`src/rtl/bia_defines.vh`:
```
// bia_defines.vh: constants for the backplane interrupt acknowledge block
// assumes: included by bare name from rtl files; definitions only
`ifndef BIA_DEFINES_VH
`define BIA_DEFINES_VH

`define BIA_NUM_LINES   7
`define BIA_CODE_W      3
`define BIA_CODE_NONE   3'h0
`define BIA_ID_W        8

// handler states
`define BIA_ST_IDLE     3'h0
`define BIA_ST_REQ      3'h1
`define BIA_ST_ACK      3'h2
`define BIA_ST_STRB     3'h3
`define BIA_ST_DONE     3'h4

// interrupter states
`define BIA_IS_IDLE     2'h0
`define BIA_IS_MATCH    2'h1
`define BIA_IS_PASS     2'h2
`define BIA_IS_RESP     2'h3

`endif

```
`src/rtl/bia_top.v`:
```
// bia_top.v: interrupt handler, slot-1 chain driver and local interrupter
// assumes: one core_clk; bus pins come in asynchronous and are synchronised
// here; the on-board requester/arbiter handles bus ownership.
//
// Functional notes
// - with all seven lines watched, line 7 wins and line 1 is lowest.
// - a subset handler prioritises highest-numbered line; arbitration orders handlers.
// - a low monitored request line raises the bus request to the requester.
// - no status/id read begins before the bus grant arrives.
// - after grant, drive the 3-bit code on a03..a01, iack low, as low.
// - slot-1 driver makes a falling chain-out edge when its iack input falls.
// - interrupter compares address code with its driven line on chain-in fall.
// - on match, wait for strobes low, then drive status/id and dtack low.
// - on dtack low handler captures status/id and fires the service pulse.
// - a non-matching interrupter passes the chain edge on and stays silent.
`timescale 1ns/1ps
`default_nettype none
`include "bia_defines.vh"

module bia_top #(
    parameter ID_W = `BIA_ID_W
) (
    input  wire            core_clk,      // 20 MHz clock
    input  wire            resetn,        // sync reset, active low
    input  wire [7:1]      line_enable,   // lines this handler monitors
    input  wire            slot1,         // board sits in slot 1
    // request lines, active low, from pins
    input  wire [7:1]      irq_n,         // request lines
    // requester handshake
    output reg             bus_req,       // need data transfer bus
    input  wire            bus_grant,     // bus granted (same clock)
    output wire            bus_done,      // release bus, held high until dtack lifts
    // acknowledge cycle pins
    output reg  [2:0]      addr_out,      // a03..a01 acknowledge code
    output reg             addr_oe_n,     // address drive enable, low drives
    output reg             iack_n,        // iack line
    output reg             as_n,          // address strobe
    output reg             ds_n,          // data strobe
    input  wire            dtack_in_n,    // dtack from bus
    input  wire [ID_W-1:0] data_in,       // data bus in
    // chain pins
    input  wire            iackin_n,      // chain input
    output wire            iackout_n,     // chain output
    // local interrupter
    input  wire [2:0]      local_line,    // line local interrupter drives, 0 none
    input  wire [ID_W-1:0] local_id,      // its status/id
    output wire            local_dtack_n, // its dtack
    output wire            local_data_oe_n, // its data drive enable
    output wire [ID_W-1:0] local_data,    // its status/id out
    // service side
    output reg  [ID_W-1:0] vector,        // captured status/id
    output reg  [2:0]      vector_line,   // line that was served
    output reg             service        // one-cycle service trigger
);
    reg [7:1]     irq_s1, irq_s2;
    reg           dtk_s1, dtk_s2, ack_s1, ack_s2;
    reg [2:0]     st;
    reg [7:1]     en_s1, en_s2;
    reg           slot_s1, slot_s2;
    reg           drv_ack_n;
    wire          chain_mid_n;
    wire [7:1]    pend;
    wire [2:0]    top_line;

    // handler states, binary coded
    localparam [2:0] ST_IDLE = `BIA_ST_IDLE;
    localparam [2:0] ST_REQ  = `BIA_ST_REQ;
    localparam [2:0] ST_ACK  = `BIA_ST_ACK;
    localparam [2:0] ST_STRB = `BIA_ST_STRB;
    localparam [2:0] ST_DONE = `BIA_ST_DONE;

    // true when a code names a real line
    function bia_live;
        input [2:0] code;
        begin
            bia_live = (code != `BIA_CODE_NONE);
        end
    endfunction

    // highest pending line number, 0 if none
    function [2:0] bia_pick;
        input [7:1] p;
        integer i;
        begin
            bia_pick = `BIA_CODE_NONE;
            for (i = 1; i <= `BIA_NUM_LINES; i = i + 1)
                if (p[i])
                    bia_pick = i[2:0];
        end
    endfunction

    // two-stage sync of async pins
    always @(posedge core_clk) begin
        if (!resetn) begin
            irq_s1 <= 7'h7f;
            irq_s2 <= 7'h7f;
            dtk_s1 <= 1'b1;
            dtk_s2 <= 1'b1;
            ack_s1 <= 1'b1;
            ack_s2 <= 1'b1;
        end else begin
            irq_s1 <= irq_n;
            irq_s2 <= irq_s1;
            dtk_s1 <= dtack_in_n;
            dtk_s2 <= dtk_s1;
            ack_s1 <= iackin_n;
            ack_s2 <= ack_s1;
        end
    end

    // straps are pins too; synced so a jumper change cannot split a cycle
    always @(posedge core_clk) begin
        if (!resetn) begin
            en_s1   <= 7'h00;
            en_s2   <= 7'h00;
            slot_s1 <= 1'b0;
            slot_s2 <= 1'b0;
        end else begin
            en_s1   <= line_enable;
            en_s2   <= en_s1;
            slot_s1 <= slot1;
            slot_s2 <= slot_s1;
        end
    end

    assign pend     = ~irq_s2 & en_s2;
    assign top_line = bia_pick(pend);
    assign bus_done = (st == ST_DONE);

    // handler sequence: request, acknowledge, capture
    always @(posedge core_clk) begin
        if (!resetn) begin
            st          <= ST_IDLE;
            bus_req     <= 1'b0;
            addr_out    <= `BIA_CODE_NONE;
            addr_oe_n   <= 1'b1;
            iack_n      <= 1'b1;
            as_n        <= 1'b1;
            ds_n        <= 1'b1;
            vector      <= {ID_W{1'b0}};
            vector_line <= `BIA_CODE_NONE;
            service     <= 1'b0;
        end else begin
            service <= 1'b0;
            case (st)
                ST_IDLE: begin
                    if (bia_live(top_line)) begin
                        bus_req <= 1'b1; // ask requester for the bus
                        st      <= ST_REQ;
                    end
                end
                ST_REQ: begin
                    // line may drop before grant; then give up quietly
                    if (!bia_live(top_line)) begin
                        bus_req <= 1'b0;
                        st      <= ST_IDLE;
                    end else if (bus_grant) begin // wait for grant
                        addr_out  <= top_line;
                        addr_oe_n <= 1'b0;
                        iack_n    <= 1'b0;
                        as_n      <= 1'b0;
                        vector_line <= top_line;
                        st        <= ST_ACK;
                    end
                end
                ST_ACK: begin
                    // strobe one cycle after as, giving address setup
                    ds_n <= 1'b0;
                    st   <= ST_STRB;
                end
                ST_STRB: begin
                    // no timeout here; bus timer outside ends a dead cycle
                    if (!dtk_s2) begin
                        vector    <= data_in;    // capture id
                        service   <= 1'b1;
                        ds_n      <= 1'b1;
                        as_n      <= 1'b1;
                        iack_n    <= 1'b1;
                        addr_oe_n <= 1'b1;
                        st        <= ST_DONE;
                    end
                end
                ST_DONE: begin
                    // wait for dtack to lift before the next request
                    bus_req <= 1'b0;
                    if (dtk_s2)
                        st <= ST_IDLE;
                end
                default: st <= ST_IDLE;
            endcase
        end
    end

    // slot-1 chain driver: falling iack yields falling chain edge
    always @(posedge core_clk) begin
        if (!resetn)
            drv_ack_n <= 1'b1;
        else
            drv_ack_n <= slot_s2 ? ack_s2 : 1'b1;
    end

    // outside slot 1 the chain input feeds the interrupter directly
    assign chain_mid_n = slot_s2 ? drv_ack_n : ack_s2;

    // local interrupter behind the chain driver
    bia_interrupter #(
        .ID_W (ID_W)
    ) u_intr (
        .core_clk  (core_clk),
        .resetn    (resetn),
        .req_line  (local_line),
        .status_id (local_id),
        .ackin_n   (chain_mid_n),
        .addr_code (addr_out),
        .ds_n      (ds_n),
        .ackout_n  (iackout_n),
        .dtack_n   (local_dtack_n),
        .data_oe_n (local_data_oe_n),
        .data_out  (local_data)
    );
endmodule
`default_nettype wire

```
`src/rtl/bia_interrupter.v`:
```
// bia_interrupter.v: one interrupter on the acknowledge daisy chain
// assumes: all bus inputs already synchronised to core_clk by the parent
`timescale 1ns/1ps
`default_nettype none
`include "bia_defines.vh"

module bia_interrupter #(
    parameter ID_W = `BIA_ID_W
) (
    input  wire            core_clk,     // system clock
    input  wire            resetn,       // sync reset, active low
    input  wire [2:0]      req_line,     // line this interrupter drives, 0 = none
    input  wire [ID_W-1:0] status_id,    // identifier to return
    input  wire            ackin_n,      // incoming chain, synchronised
    input  wire [2:0]      addr_code,    // a03..a01, synchronised
    input  wire            ds_n,         // any data strobe low, synchronised
    output reg             ackout_n,     // outgoing chain
    output reg             dtack_n,      // acknowledge to handler
    output reg             data_oe_n,    // data bus enable, low drives
    output reg  [ID_W-1:0] data_out      // status/id on the data bus
);
    reg       ackin_d;
    reg [1:0] st;

    // chain edge, match check and response
    always @(posedge core_clk) begin
        if (!resetn) begin
            ackin_d   <= 1'b1;
            st        <= `BIA_IS_IDLE;
            ackout_n  <= 1'b1;
            dtack_n   <= 1'b1;
            data_oe_n <= 1'b1;
            data_out  <= {ID_W{1'b0}};
        end else begin
            ackin_d <= ackin_n;
            case (st)
                `BIA_IS_IDLE: begin
                    ackout_n <= 1'b1;
                    if (ackin_d && !ackin_n) begin
                        // compare code with the line driven low
                        if (req_line != `BIA_CODE_NONE && addr_code == req_line)
                            st <= `BIA_IS_MATCH;
                        else begin
                            ackout_n <= 1'b0; // pass edge on, stay silent
                            st       <= `BIA_IS_PASS;
                        end
                    end
                end
                `BIA_IS_MATCH: begin
                    // wait for strobes, then id and dtack
                    if (!ds_n) begin
                        data_out  <= status_id;
                        data_oe_n <= 1'b0;
                        dtack_n   <= 1'b0;
                        st        <= `BIA_IS_RESP;
                    end else if (ackin_n)
                        st <= `BIA_IS_IDLE;
                end
                `BIA_IS_RESP: begin
                    // hold until handler lifts strobes
                    if (ds_n) begin
                        data_oe_n <= 1'b1;
                        dtack_n   <= 1'b1;
                        st        <= `BIA_IS_IDLE;
                    end
                end
                `BIA_IS_PASS: begin
                    if (ackin_n) begin
                        ackout_n <= 1'b1;
                        st       <= `BIA_IS_IDLE;
                    end
                end
                default: st <= `BIA_IS_IDLE;
            endcase
        end
    end
endmodule
`default_nettype wire

```
`config.mk`:
```
export PLATFORM = sky130hd
export DESIGN_NAME = bia_top
export DESIGN_NICKNAME = d
export VERILOG_FILES = /design/src/rtl/bia_top.v /design/src/rtl/bia_interrupter.v
export VERILOG_INCLUDE_DIRS = /design/src /design/src/rtl
export SDC_FILE = /design/constraint.sdc
export NUM_CORES = 1
export LEC_CHECK = 0
export BUFFER_PORTS_ARGS = -buffer_cell sky130_fd_sc_hd__buf_4
export CAP_MARGIN = 25
export CORE_ASPECT_RATIO = 1.4
export CORE_MARGIN = 1.5
export CORE_UTILIZATION = 40
export DETAILED_ROUTE_END_ITERATION = 12
export GPL_ROUTABILITY_DRIVEN = 0
export SLEW_MARGIN = 20
export SYNTH_ARGS = -nofsm -noshare
export SYNTH_HDL_FRONTEND = slang
export SYNTH_SLANG_ARGS = --single-unit
```
`constraint.sdc`:
```
create_clock -name core_clk -period 1.34 [get_ports core_clk]
set_input_delay 0.134 -clock core_clk [delete_from_list [all_inputs] [get_ports core_clk]]
set_output_delay 0.134 -clock core_clk [all_outputs]
set_load 0.01 [all_outputs]
```
**Word-level counts from Yosys, hierarchy flattened**

Cells that the tools add are included.

- Bits in registers: 66
- Bits of input ports: 39
- Output and inout bits: 32

- Eq/ne operators: 19
- Muxes and demuxes: 36
- Bitwise operators: 4
- Reductions and logical operators: 24

Operator list:

| cell | count |
|---|---|
| $mux W3 | 11 |
| $pmux W3 S5 | 1 |
| $ne A2 B2 Y1 const B | 7 |
| $reduce_and A2 Y1 | 7 |
| $mux W1 | 13 |
| $mux W2 | 5 |
| $reduce_and A3 Y1 | 3 |
| $reduce_bool A3 Y1 | 3 |
| $pmux W1 S2 | 4 |
| $pmux W2 S4 | 1 |
| $reduce_and A4 Y1 | 2 |
| $reduce_bool A2 Y1 | 4 |
| $and A7 B7 Y7 | 1 |
| $not A7 Y7 | 1 |
| $eq A3 B2 Y1 const B | 2 |
| $ne A2 B1 Y1 const B | 3 |
| $eq A2 B2 Y1 const B | 2 |
| $eq A3 B1 Y1 const B | 1 |
| $eq A3 B3 Y1 | 1 |
| $eq A3 B3 Y1 const B | 1 |
| $logic_not A3 Y1 | 1 |
| $ne A3 B3 Y1 const B | 1 |
| $pmux W1 S3 | 1 |
| $eq A2 B1 Y1 const B | 1 |
| 4 further kinds | 6 |

**Logic depth before layout (Yosys ltp)**

Gate-level depths: netlist (run 1).

- Word-level depth: 12
- Mapped depth: 6
- Gate-level depth less buffers: 4

**By module**

A second synthesis (run 1) with hierarchy kept.

- Cell total of the unflattened synthesis: 242
- Area total of the unflattened synthesis: 2467.4 um^2

By module, submodules not included:

| module | instances | cells each | area an instance (um^2) | sequential area each (um^2) |
|---|---|---|---|---|
| bia_top | 1 | 190 | 1914.3 | 1061.0 |
| bia_interrupter | 1 | 52 | 553.0 | 260.2 |

**Worst setup path before layout (run 1)**

No wires, ideal clock.

- Path type: register to register
- Start: reg vector_line[0] (netlist name)
- End: reg u_intr.st[1]
- Library setup time: 0.117 ns
- Arrival: 1.037 ns
- Required time: 1.223 ns
- Setup slack: 0.186 ns
- Cell stages (with the launch flop): 4
- Cells stage by stage: dfxtp_1 > o21ai_0 > a211o_1 > a32o_1

RTL lines:

| item | line | RTL |
|---|---|---|
| end signal, assigned | bia_interrupter.v:29 | `` st <= `BIA_IS_IDLE; `` |
| end signal, assigned | bia_interrupter.v:42 | `` st <= `BIA_IS_MATCH; `` |
| end signal, assigned | bia_interrupter.v:45 | `` st <= `BIA_IS_PASS; `` |
| end, declared | bia_interrupter.v:23 | `reg [1:0] st;` |

**Worst setup path after layout (run 1)**

- Start: reg st[0]
- End: out bus_done

- Longest elaborated chain between the ends: 1

RTL lines:

| item | line | RTL |
|---|---|---|
| start, declared | bia_top.v:57 | `reg [2:0] st;` |
| start signal, assigned | bia_top.v:133 | `st <= ST_IDLE;` |
| start signal, assigned | bia_top.v:149 | `st <= ST_REQ;` |
| start signal, assigned | bia_top.v:156 | `st <= ST_IDLE;` |
| $eq A3 B3 Y1 | bia_top.v:128 | `assign bus_done = (st == ST_DONE);` |
| end, declared | bia_top.v:32 | `output wire bus_done,` |

No other way between the ends.

==> flow_summary.toml, run 1 <==
[run_status]
status = "finished, final reports clean"

[clocking]
htreeDepth = 3
clock-sinks = 66
clock_latency_ps = 340
clk_pin_slew_ps = 70
cts-root-buf = "clkbuf_8"
cts_tree = "yes"
clockBufferDepth = 2
cts_buffers = 9

[setup_path]
cp.required_ps = 1210
r2r_cells = 5
critPathBufInv = 2
crit_path_frequent_cell = "buf_6"
reg2reg_to = "bus_req$_SDFFE_PN0P_"
arrival_ps = 1150
startpoint = "st[0]$_SDFFE_PN0P_"
crit_path_end_kind = "output port"
crit_family = "flip-flops"
crit_path_cell_trace = "buf_6 > nor3b_4 > buf_6"
critical_path_cell_count = 3
cp-start-kind = "flop"
crit_type = "flop to output port"
r2r_start = "st[2]$_SDFFE_PN0P_"
r2r_slack_ps = 110
slowest_delay_ps = 330
cp_max_fo = 7
cp-endpoint = "bus_done"
crit_slowest_cell = "dfxtp_2"

[pwr]
pwr-share-seq_pct = 49.3
power.internal_mw = 3.24
p_total_mw = 4.12
p_sw_uw = 881
ir_drop_uv = 921
combPwrFrac_pct = 6.1
p_sw_share_pct = 21.4
power.density_nw_per_um2 = 1200
pwr-share-clk_pct = 44.6
p_leak_nw = 1.43

[timing]
finClkSkew_ps = 6.90
tightest_slew_ps = 365
relSlewSlack_pct = 75.6
setup_viol = 0
fin_crit_sh_pct = 95.9
hold_violations = 0
drv_slew = 0
clock.fmax_mhz = 778
fin_crit_ps = 1290

[layout]
fin_util_pct = 58.3
nets = 367
num_antenna_cells = 0
syn_to_final_growth_pct = 40.4
drive_gt1_share_pct = 31.8
fin_area_um2 = 3440

[grt]
grt-ovfl-total = 0
grt_pass1_wl_mm = 7.68
grt_usage_pct = 15.0
grt_max_degree = 40
grt_pass1_vias = 1752
antenna_found_initial = 0

[die]
dieArea_um2 = 6620
core_um2 = 5900
die_y_um = 95.6
initial_utilization_pct = 41.5
rows = 33
fp.dieW_um = 69.2
io_pins = 71

[synth]
synthArstFlopShare_pct = 0
ys_top_cells_by_area = "dfxtp_1 (54%), nand2b_1 (7.1%), and2_1 (4.6%)"
synth_cell_types = 44
synth_edf_count = 0
yosysMostFrequentCell = "dfxtp_1"
ys_warn_count = 0
yosys-top-cells-count = "dfxtp_1 (66), nand2b_1 (28), nand2_1 (23)"
synthCells = 238
synth.ff_latch_count = 66
syn_area_per_cell_um2 = 10.3
seq_area_frac_synth_pct = 53.9
synth_top_cell_by_area = "dfxtp_1"
synth_nets = 277
yosys_most_used_dff = "dfxtp_1"
synth_top_area_share_pct = 53.9
netlist_area_um2 = 2450

[route]
post_drt_via_cell_ratio = 4.64
firstDrtPassIters = 4
routed_wl_mm = 4.60
drtIter0Drc = 62
drc_errors = 0
route.antenna.remaining_nets = 0
routedWlPerCell_um = 11.4
vias = 1871

[placement]
hpwl_mm = 3.13
dpl_cell_area_um2 = 3020
port_buffers = 70

[hold_path]
min-delay-start = "line_enable[1]"
timing.hold.worst.class = "input port to flop"

[run]
cap_violations = 0
-- repair_timing --
action / in CTS / in global routing
endpoints found under the hold margin: 16 / 0
endpoints found under the setup margin: 1 / 9
gates resized for setup: 2 / 3
hold buffers: 16 / 0
pin swaps: 1 / 1
setup buffers: 1 / 1
-- how the worst min path moves through the flow --
stage | endpoint | slack, ps | cells after the start
final | en_s1[1]$_SDFF_PN0_ | 20 | 2
after global routing | en_s1[1]$_SDFF_PN0_ | 20 | 2
after CTS | en_s1[1]$_SDFF_PN0_ | 9 | 2
after detailed placement | irq_s1[1]$_SDFF_PN1_ | 320 | 2
after global placement | irq_s1[1]$_SDFF_PN1_ | 320 | 2
after floorplan | ack_s1$_SDFF_PN1_ | 240 | 1
-- sequential cells by signal, indices dropped and copies added, names as in the netlist, 2 cells and up --
signal and flops:
en_s1 7, en_s2 7, irq_s1 7, irq_s2 7, st 3, u_intr.data_out 8
u_intr.st 2, vector 8, vector_line 3
-- final cells by class --
type                    instances  area (µm²)
clock buffers                   9         124
clock inverters                 7         103
fillers                       543        2460
inverters                       4        15.0
multi-input cells             153        1040
flip-flops and latches         66        1320
well taps                      70        87.6
repair buffers                 94         753
-- placed cells by master, fill, tap and decap left out, types with 2 or more instances in the layout --
cell / synthesis / layout
buf_4: 7 / 76
dfxtp_1: 66 / 64
nand2b_1: 28 / 28
nand2_1: 23 / 23
and2_1: 18 / 18
dlygate4sd3_1: 0 / 16
nor2b_1: 12 / 12
a21boi_1: 9 / 9
mux2i_1: 9 / 9
clkbuf_8: 0 / 9
a21oi_1: 7 / 7
o21ai_0: 6 / 6
inv_1: 4 / 4
nor2_1: 4 / 4
clkinv_4: 0 / 3
nor3b_4: 1 / 2
nand3_1: 2 / 2
nor3_1: 2 / 2
o21ai_1: 2 / 2
a211oi_1: 2 / 2
xor2_1: 2 / 2
nand3b_1: 2 / 2
nor3b_1: 2 / 2
bufinv_16: 0 / 2
buf_6: 0 / 2
dfxtp_2: 0 / 2
-- through the flow --
| stage | TNS, ps | setup WS, ps | instances | hold WS, ps |
|---|---|---|---|---|
| 4_1_cts | 0 | 34.3 | 402 | 8.97 |
| 3_3_place_gp | 0 | 112 | 369 | 319 |
| 6_report | 0 | 54.6 | 403 | 19.2 |
| 5_1_grt | -6.82 | -6.82 | 403 | 19.6 |
| 2_1_floorplan | 0 | 186 | 238 | 235 |
| 3_5_place_dp | 0 | 96.9 | 369 | 323 |
-- logic make-up after synthesis --
family	Yosys count	share of synthesized area, %
AOI/OAI and AO/OA	38	10.8
DFF	66	53.9
and+or+nand+nor	103	26.2
muxes	10	4.23
xor gates and xnor gates	2	0.714
buffers and inverters	19	4.13
-- power groups by stage --
stage | clock, mW | combinational [mW] | sequential [mW]
floorplan | 0 | 0.104 | 2.07
global route | 1.97 | 0.279 | 2.04
CTS | 1.90 | 0.255 | 2.03
detailed placement | 0 | 0.218 | 2.08
global placement | 0 | 0.216 | 2.08
finish | 1.84 | 0.253 | 2.03
-- per-layer routing --
layer  global-route usage (%)  up-vias  part of all wire [%]
li1                         -      967                     -
met1                     16.2      845                    42
met2                     26.1       50                    52
met3                     4.02        9                   4.1
met4                     9.31        0                   2.5
met5                        0        -                     0
(Power assumes the default switching activity.)
==> inputs of run 2 (changes only) <==
==> constraint.sdc (replaced) <==
create_clock -name core_clk -period 1.5 [get_ports core_clk]
set_input_delay 0.15 -clock core_clk [delete_from_list [all_inputs] [get_ports core_clk]]
set_output_delay 0.15 -clock core_clk [all_outputs]
set_load 0.005 [all_outputs]
==> flow_summary.toml, run 2 (synthesized netlist as in run 1, its figures left out) <==
[grt]
grt_usage_pct = 14.3
grt-ovfl-total = 0
grt_pass1_vias = 1676
antenna_found_initial = 0
grt_max_degree = 54
grt_pass1_wl_mm = 7.35

[clocking]
cts_tree = "yes"
clock-sinks = 66
clock_latency_ps = 330
clockBufferDepth = 2
cts_buffers = 9
cts-root-buf = "clkbuf_8"
htreeDepth = 3
clk_pin_slew_ps = 80

[timing]
tns_ps = 0
tightest_slew_ps = 459
fin_crit_ps = 1370
drv_slew = 0
fin_crit_sh_pct = 91.5
grt_setup_unrepaired = "false"
setup_viol = 0
finClkSkew_ps = 8.85
hold_violations = 0
relSlewSlack_pct = 69.4
clock.fmax_mhz = 728

[die]
dieArea_um2 = 6620
initial_utilization_pct = 41.5
rows = 33
fp.dieW_um = 69.2
core_um2 = 5900
die_y_um = 95.6
io_pins = 71

[layout]
layout_common_cells = "buf_4 (72), dfxtp_1 (66), nand2b_1 (28)"
fin_area_um2 = 3310
largestRegisters = "u_intr.data_out: 8 flops, vector: 8 flops"
num_antenna_cells = 0
drive_gt1_share_pct = 30.5
syn_to_final_growth_pct = 35.1
nets = 355
final_common_cell = "buf_4"

[hold_path]
whs_path_depth = 2
timing.hold.worst.class = "input port to flop"

[route]
post_drt_via_cell_ratio = 4.60
firstDrtPassIters = 4
routedWlPerCell_um = 11.5
drc_errors = 0
route.antenna.remaining_nets = 0
drtIter0Drc = 83
vias = 1799
routed_wl_mm = 4.50

[pwr]
power.density_nw_per_um2 = 1090
ir_drop_uv = 651
p_leak_nw = 1.37

[setup_path]
cp_max_fo = 6
crit_slowest_cell = "dfxtp_1"
slowest_delay_ps = 440
crit_type = "flop to output port"
critical_path_cell_count = 2
arrival_ps = 1220
crit_path_cell_trace = "nor3b_2 > buf_4"
cp.required_ps = 1350
cp-start-kind = "flop"
crit_path_end_kind = "output port"
r2r_cells = 4
critPathBufInv = 1
crit_family = "flip-flops"

[placement]
port_buffers = 70
dpl_cell_area_um2 = 2990
hpwl_mm = 3.10

[run]
cap_violations = 0

[run_status]
status = "finished, final reports clean"
## run 2: path summary, 6_finish.rpt
kind	start	to	slack (ps)
hold reg to reg	dtk_s1$_SDFF_PN1_	dtk_s2$_SDFF_PN1_	400
setup / recovery	st[2]$_SDFFE_PN0P_	bus_done	130
setup reg to reg	st[0]$_SDFFE_PN0P_	vector[3]$_SDFFE_PN0P_	230
hold / removal	line_enable[5]	en_s1[5]$_SDFF_PN0_	20
## run 2: final cells by class
class                           count  area [µm²]
Clock buffer                        9         124
Clock inverter                      7        93.8
Fill cell                         548        2590
Inverter                            4        15.0
Multi-Input combinational cell    153        1030
Sequential cell                    66        1320
Tap cell                           70        87.6
Timing Repair Buffer               82         641
## run 2: timing repair
item	CTS	global route
setup endpoints to repair	0	0
buffers inserted	0	0
resized for setup	0	0
hold endpoints to repair	10	0
hold buffers	10	0
## run 2: metal layers
| layer | global-route usage [%] | routed length, µm | part of all wire, % | vias up |
|---|---|---|---|---|
| met2 | 24.1 | 2290 | 51 | 40 |
| met3 | 4.33 | 182 | 4.0 | 6 |
| met4 | 8.33 | 105 | 2.3 | 0 |
| met5 | 0 | 0 | 0 | - |
| li1 | - | - | - | 943 |
| met1 | 16.0 | 1920 | 43 | 810 |
## run 2: through the flow
stage	setup WS (ps)	instances	hold slack [ps]	util, %	power, mW
floorplan	365	238	251	-	1.94
global placement	260	365	333	50.7	2.04
detailed placement	238	365	337	50.7	2.05
CTS	110	391	3.81	56.1	3.68
global route	28.5	391	10.8	56.1	3.79
finish	127	391	20.4	56.1	3.62
## run 2: where the power goes
group	switching, mW	internal, mW	total [mW]
clock network	0.664	0.931	1.60
logic	0.0705	0.135	0.206
registers	0.0166	1.80	1.82
==> inputs of run 3 (changes only) <==
--- a/config.mk
+++ b/config.mk
@@ -10,7 +10,7 @@
 export CAP_MARGIN = 25
 export CORE_ASPECT_RATIO = 1.4
 export CORE_MARGIN = 1.5
-export CORE_UTILIZATION = 40
+export CORE_UTILIZATION = 25
 export DETAILED_ROUTE_END_ITERATION = 12
 export GPL_ROUTABILITY_DRIVEN = 0
 export SLEW_MARGIN = 20
==> flow_summary.toml, run 3 (synthesized netlist as in run 1, its figures left out) <==
[layout]
fillers = 975
drive_gt1_share_pct = 30.5
nets = 349
largestRegisters = "u_intr.data_out: 8 flops, vector: 8 flops"
num_antenna_cells = 0
layout_common_cells = "buf_4 (72), dfxtp_1 (66), nand2b_1 (28)"
syn_to_final_growth_pct = 38.6
final_common_cell = "buf_4"
final_cells = 447

[timing]
fin_crit_ps = 1370
finClkSkew_ps = 6.25
clock.fmax_mhz = 728
setup_viol = 0
fin_crit_sh_pct = 91.6
grt_setup_unrepaired = "false"
hold_violations = 0
drv_slew = 0
relSlewSlack_pct = 70.9
tightest_slew_ps = 437
tns_ps = 0

[grt]
grt_pass1_vias = 1730
grt_pass1_wl_mm = 7.97
antenna_found_initial = 0
grt-ovfl-total = 0
grt_max_degree = 52
grt_usage_pct = 10.1

[clocking]
cts-root-buf = "clkbuf_16"
cts_resized = 0
cts_tree = "yes"
clockBufferDepth = 2
post_cts_buffers = 0
clock_latency_ps = 330
clk_pin_slew_ps = 60
htreeDepth = 3
holdBufCountCts = 4
cts_buffers = 9
clock-sinks = 66

[die]
fp.dieW_um = 86.7
core_um2 = 9510
die_y_um = 120
rows = 42
initial_utilization_pct = 25.8
io_pins = 71
dieArea_um2 = 10400

[pwr]
power.density_nw_per_um2 = 1180
ir_drop_uv = 699
p_leak_nw = 1.37

[route]
routed_wl_mm = 4.82
firstDrtPassIters = 4
drtIter0Drc = 41
vias = 1793
drc_errors = 0
post_drt_via_cell_ratio = 4.01
route.antenna.remaining_nets = 0
routedWlPerCell_um = 10.8

[setup_path]
cp-start-kind = "flop"
cp_max_fo = 6
cp.required_ps = 1350
crit_path_cell_trace = "nor3b_2 > buf_4"
critPathBufInv = 1
critical_path_cell_count = 2
crit_slowest_cell = "dfxtp_1"
slowest_delay_ps = 430
crit_path_end_kind = "output port"
r2r_cells = 4
crit_family = "flip-flops"
crit_type = "flop to output port"
arrival_ps = 1220

[placement]
port_buffers = 70
hpwl_mm = 3.51
place_inst = 427

[run_status]
status = "finished, final reports clean"

[hold_path]
whs_path_depth = 2
timing.hold.worst.class = "input port to flop"

[run]
cap_violations = 0
run 3: layer usage:
metal	vias to the layer above	wire length, µm	part of all wire (%)	global-route usage (%)
met5	-	0	0	0
met4	0	127	2.6	6.65
met3	9	190	3.9	3.34
met2	41	2540	53	16.9
met1	815	1960	41	10.8
li1	928	-	-	-
run 3: stage by stage:
stage	utilization, %	area (µm²)	power, mW	hold WS, ps	worst slack [ps]
finish	35.7	3400	4.01	13.9	126
global route	35.7	3400	4.16	9.71	24.4
CTS	35.7	3400	4.07	1.30	136
detailed placement	32.3	3070	2.05	339	195
global placement	32.3	3070	2.04	333	225
floorplan	-	2450	1.94	251	365
run 3: cell type report:
class                   instances  area [µm²]  share of cell area (%)
flip-flops and latches         66        1320                    38.9
multi-input cells             153        1030                    30.3
repair buffers                 76         581                    17.1
clock buffers                  11         233                    6.85
well taps                     132         165                    4.86
clock inverters                 5        55.1                    1.62
inverters                       4        15.0                   0.442
run 3: power by group:
group          total [mW]  switching [mW]  internal, mW
Clock                1.99           0.713          1.28
Sequential           1.82          0.0173          1.80
Combinational       0.194          0.0693         0.125
Total                4.01           0.800          3.21
run 3: worst paths after layout:
path,endpoint,slack [ps],start
min reg2reg,irq_s2[3]$_SDFF_PN1_,400,irq_s1[3]$_SDFF_PN1_
max reg2reg,vector[2]$_SDFFE_PN0P_,180,st[0]$_SDFFE_PN0P_
min,irq_s1[5]$_SDFF_PN1_,10,irq_n[5]
max,bus_done,130,st[2]$_SDFFE_PN0P_
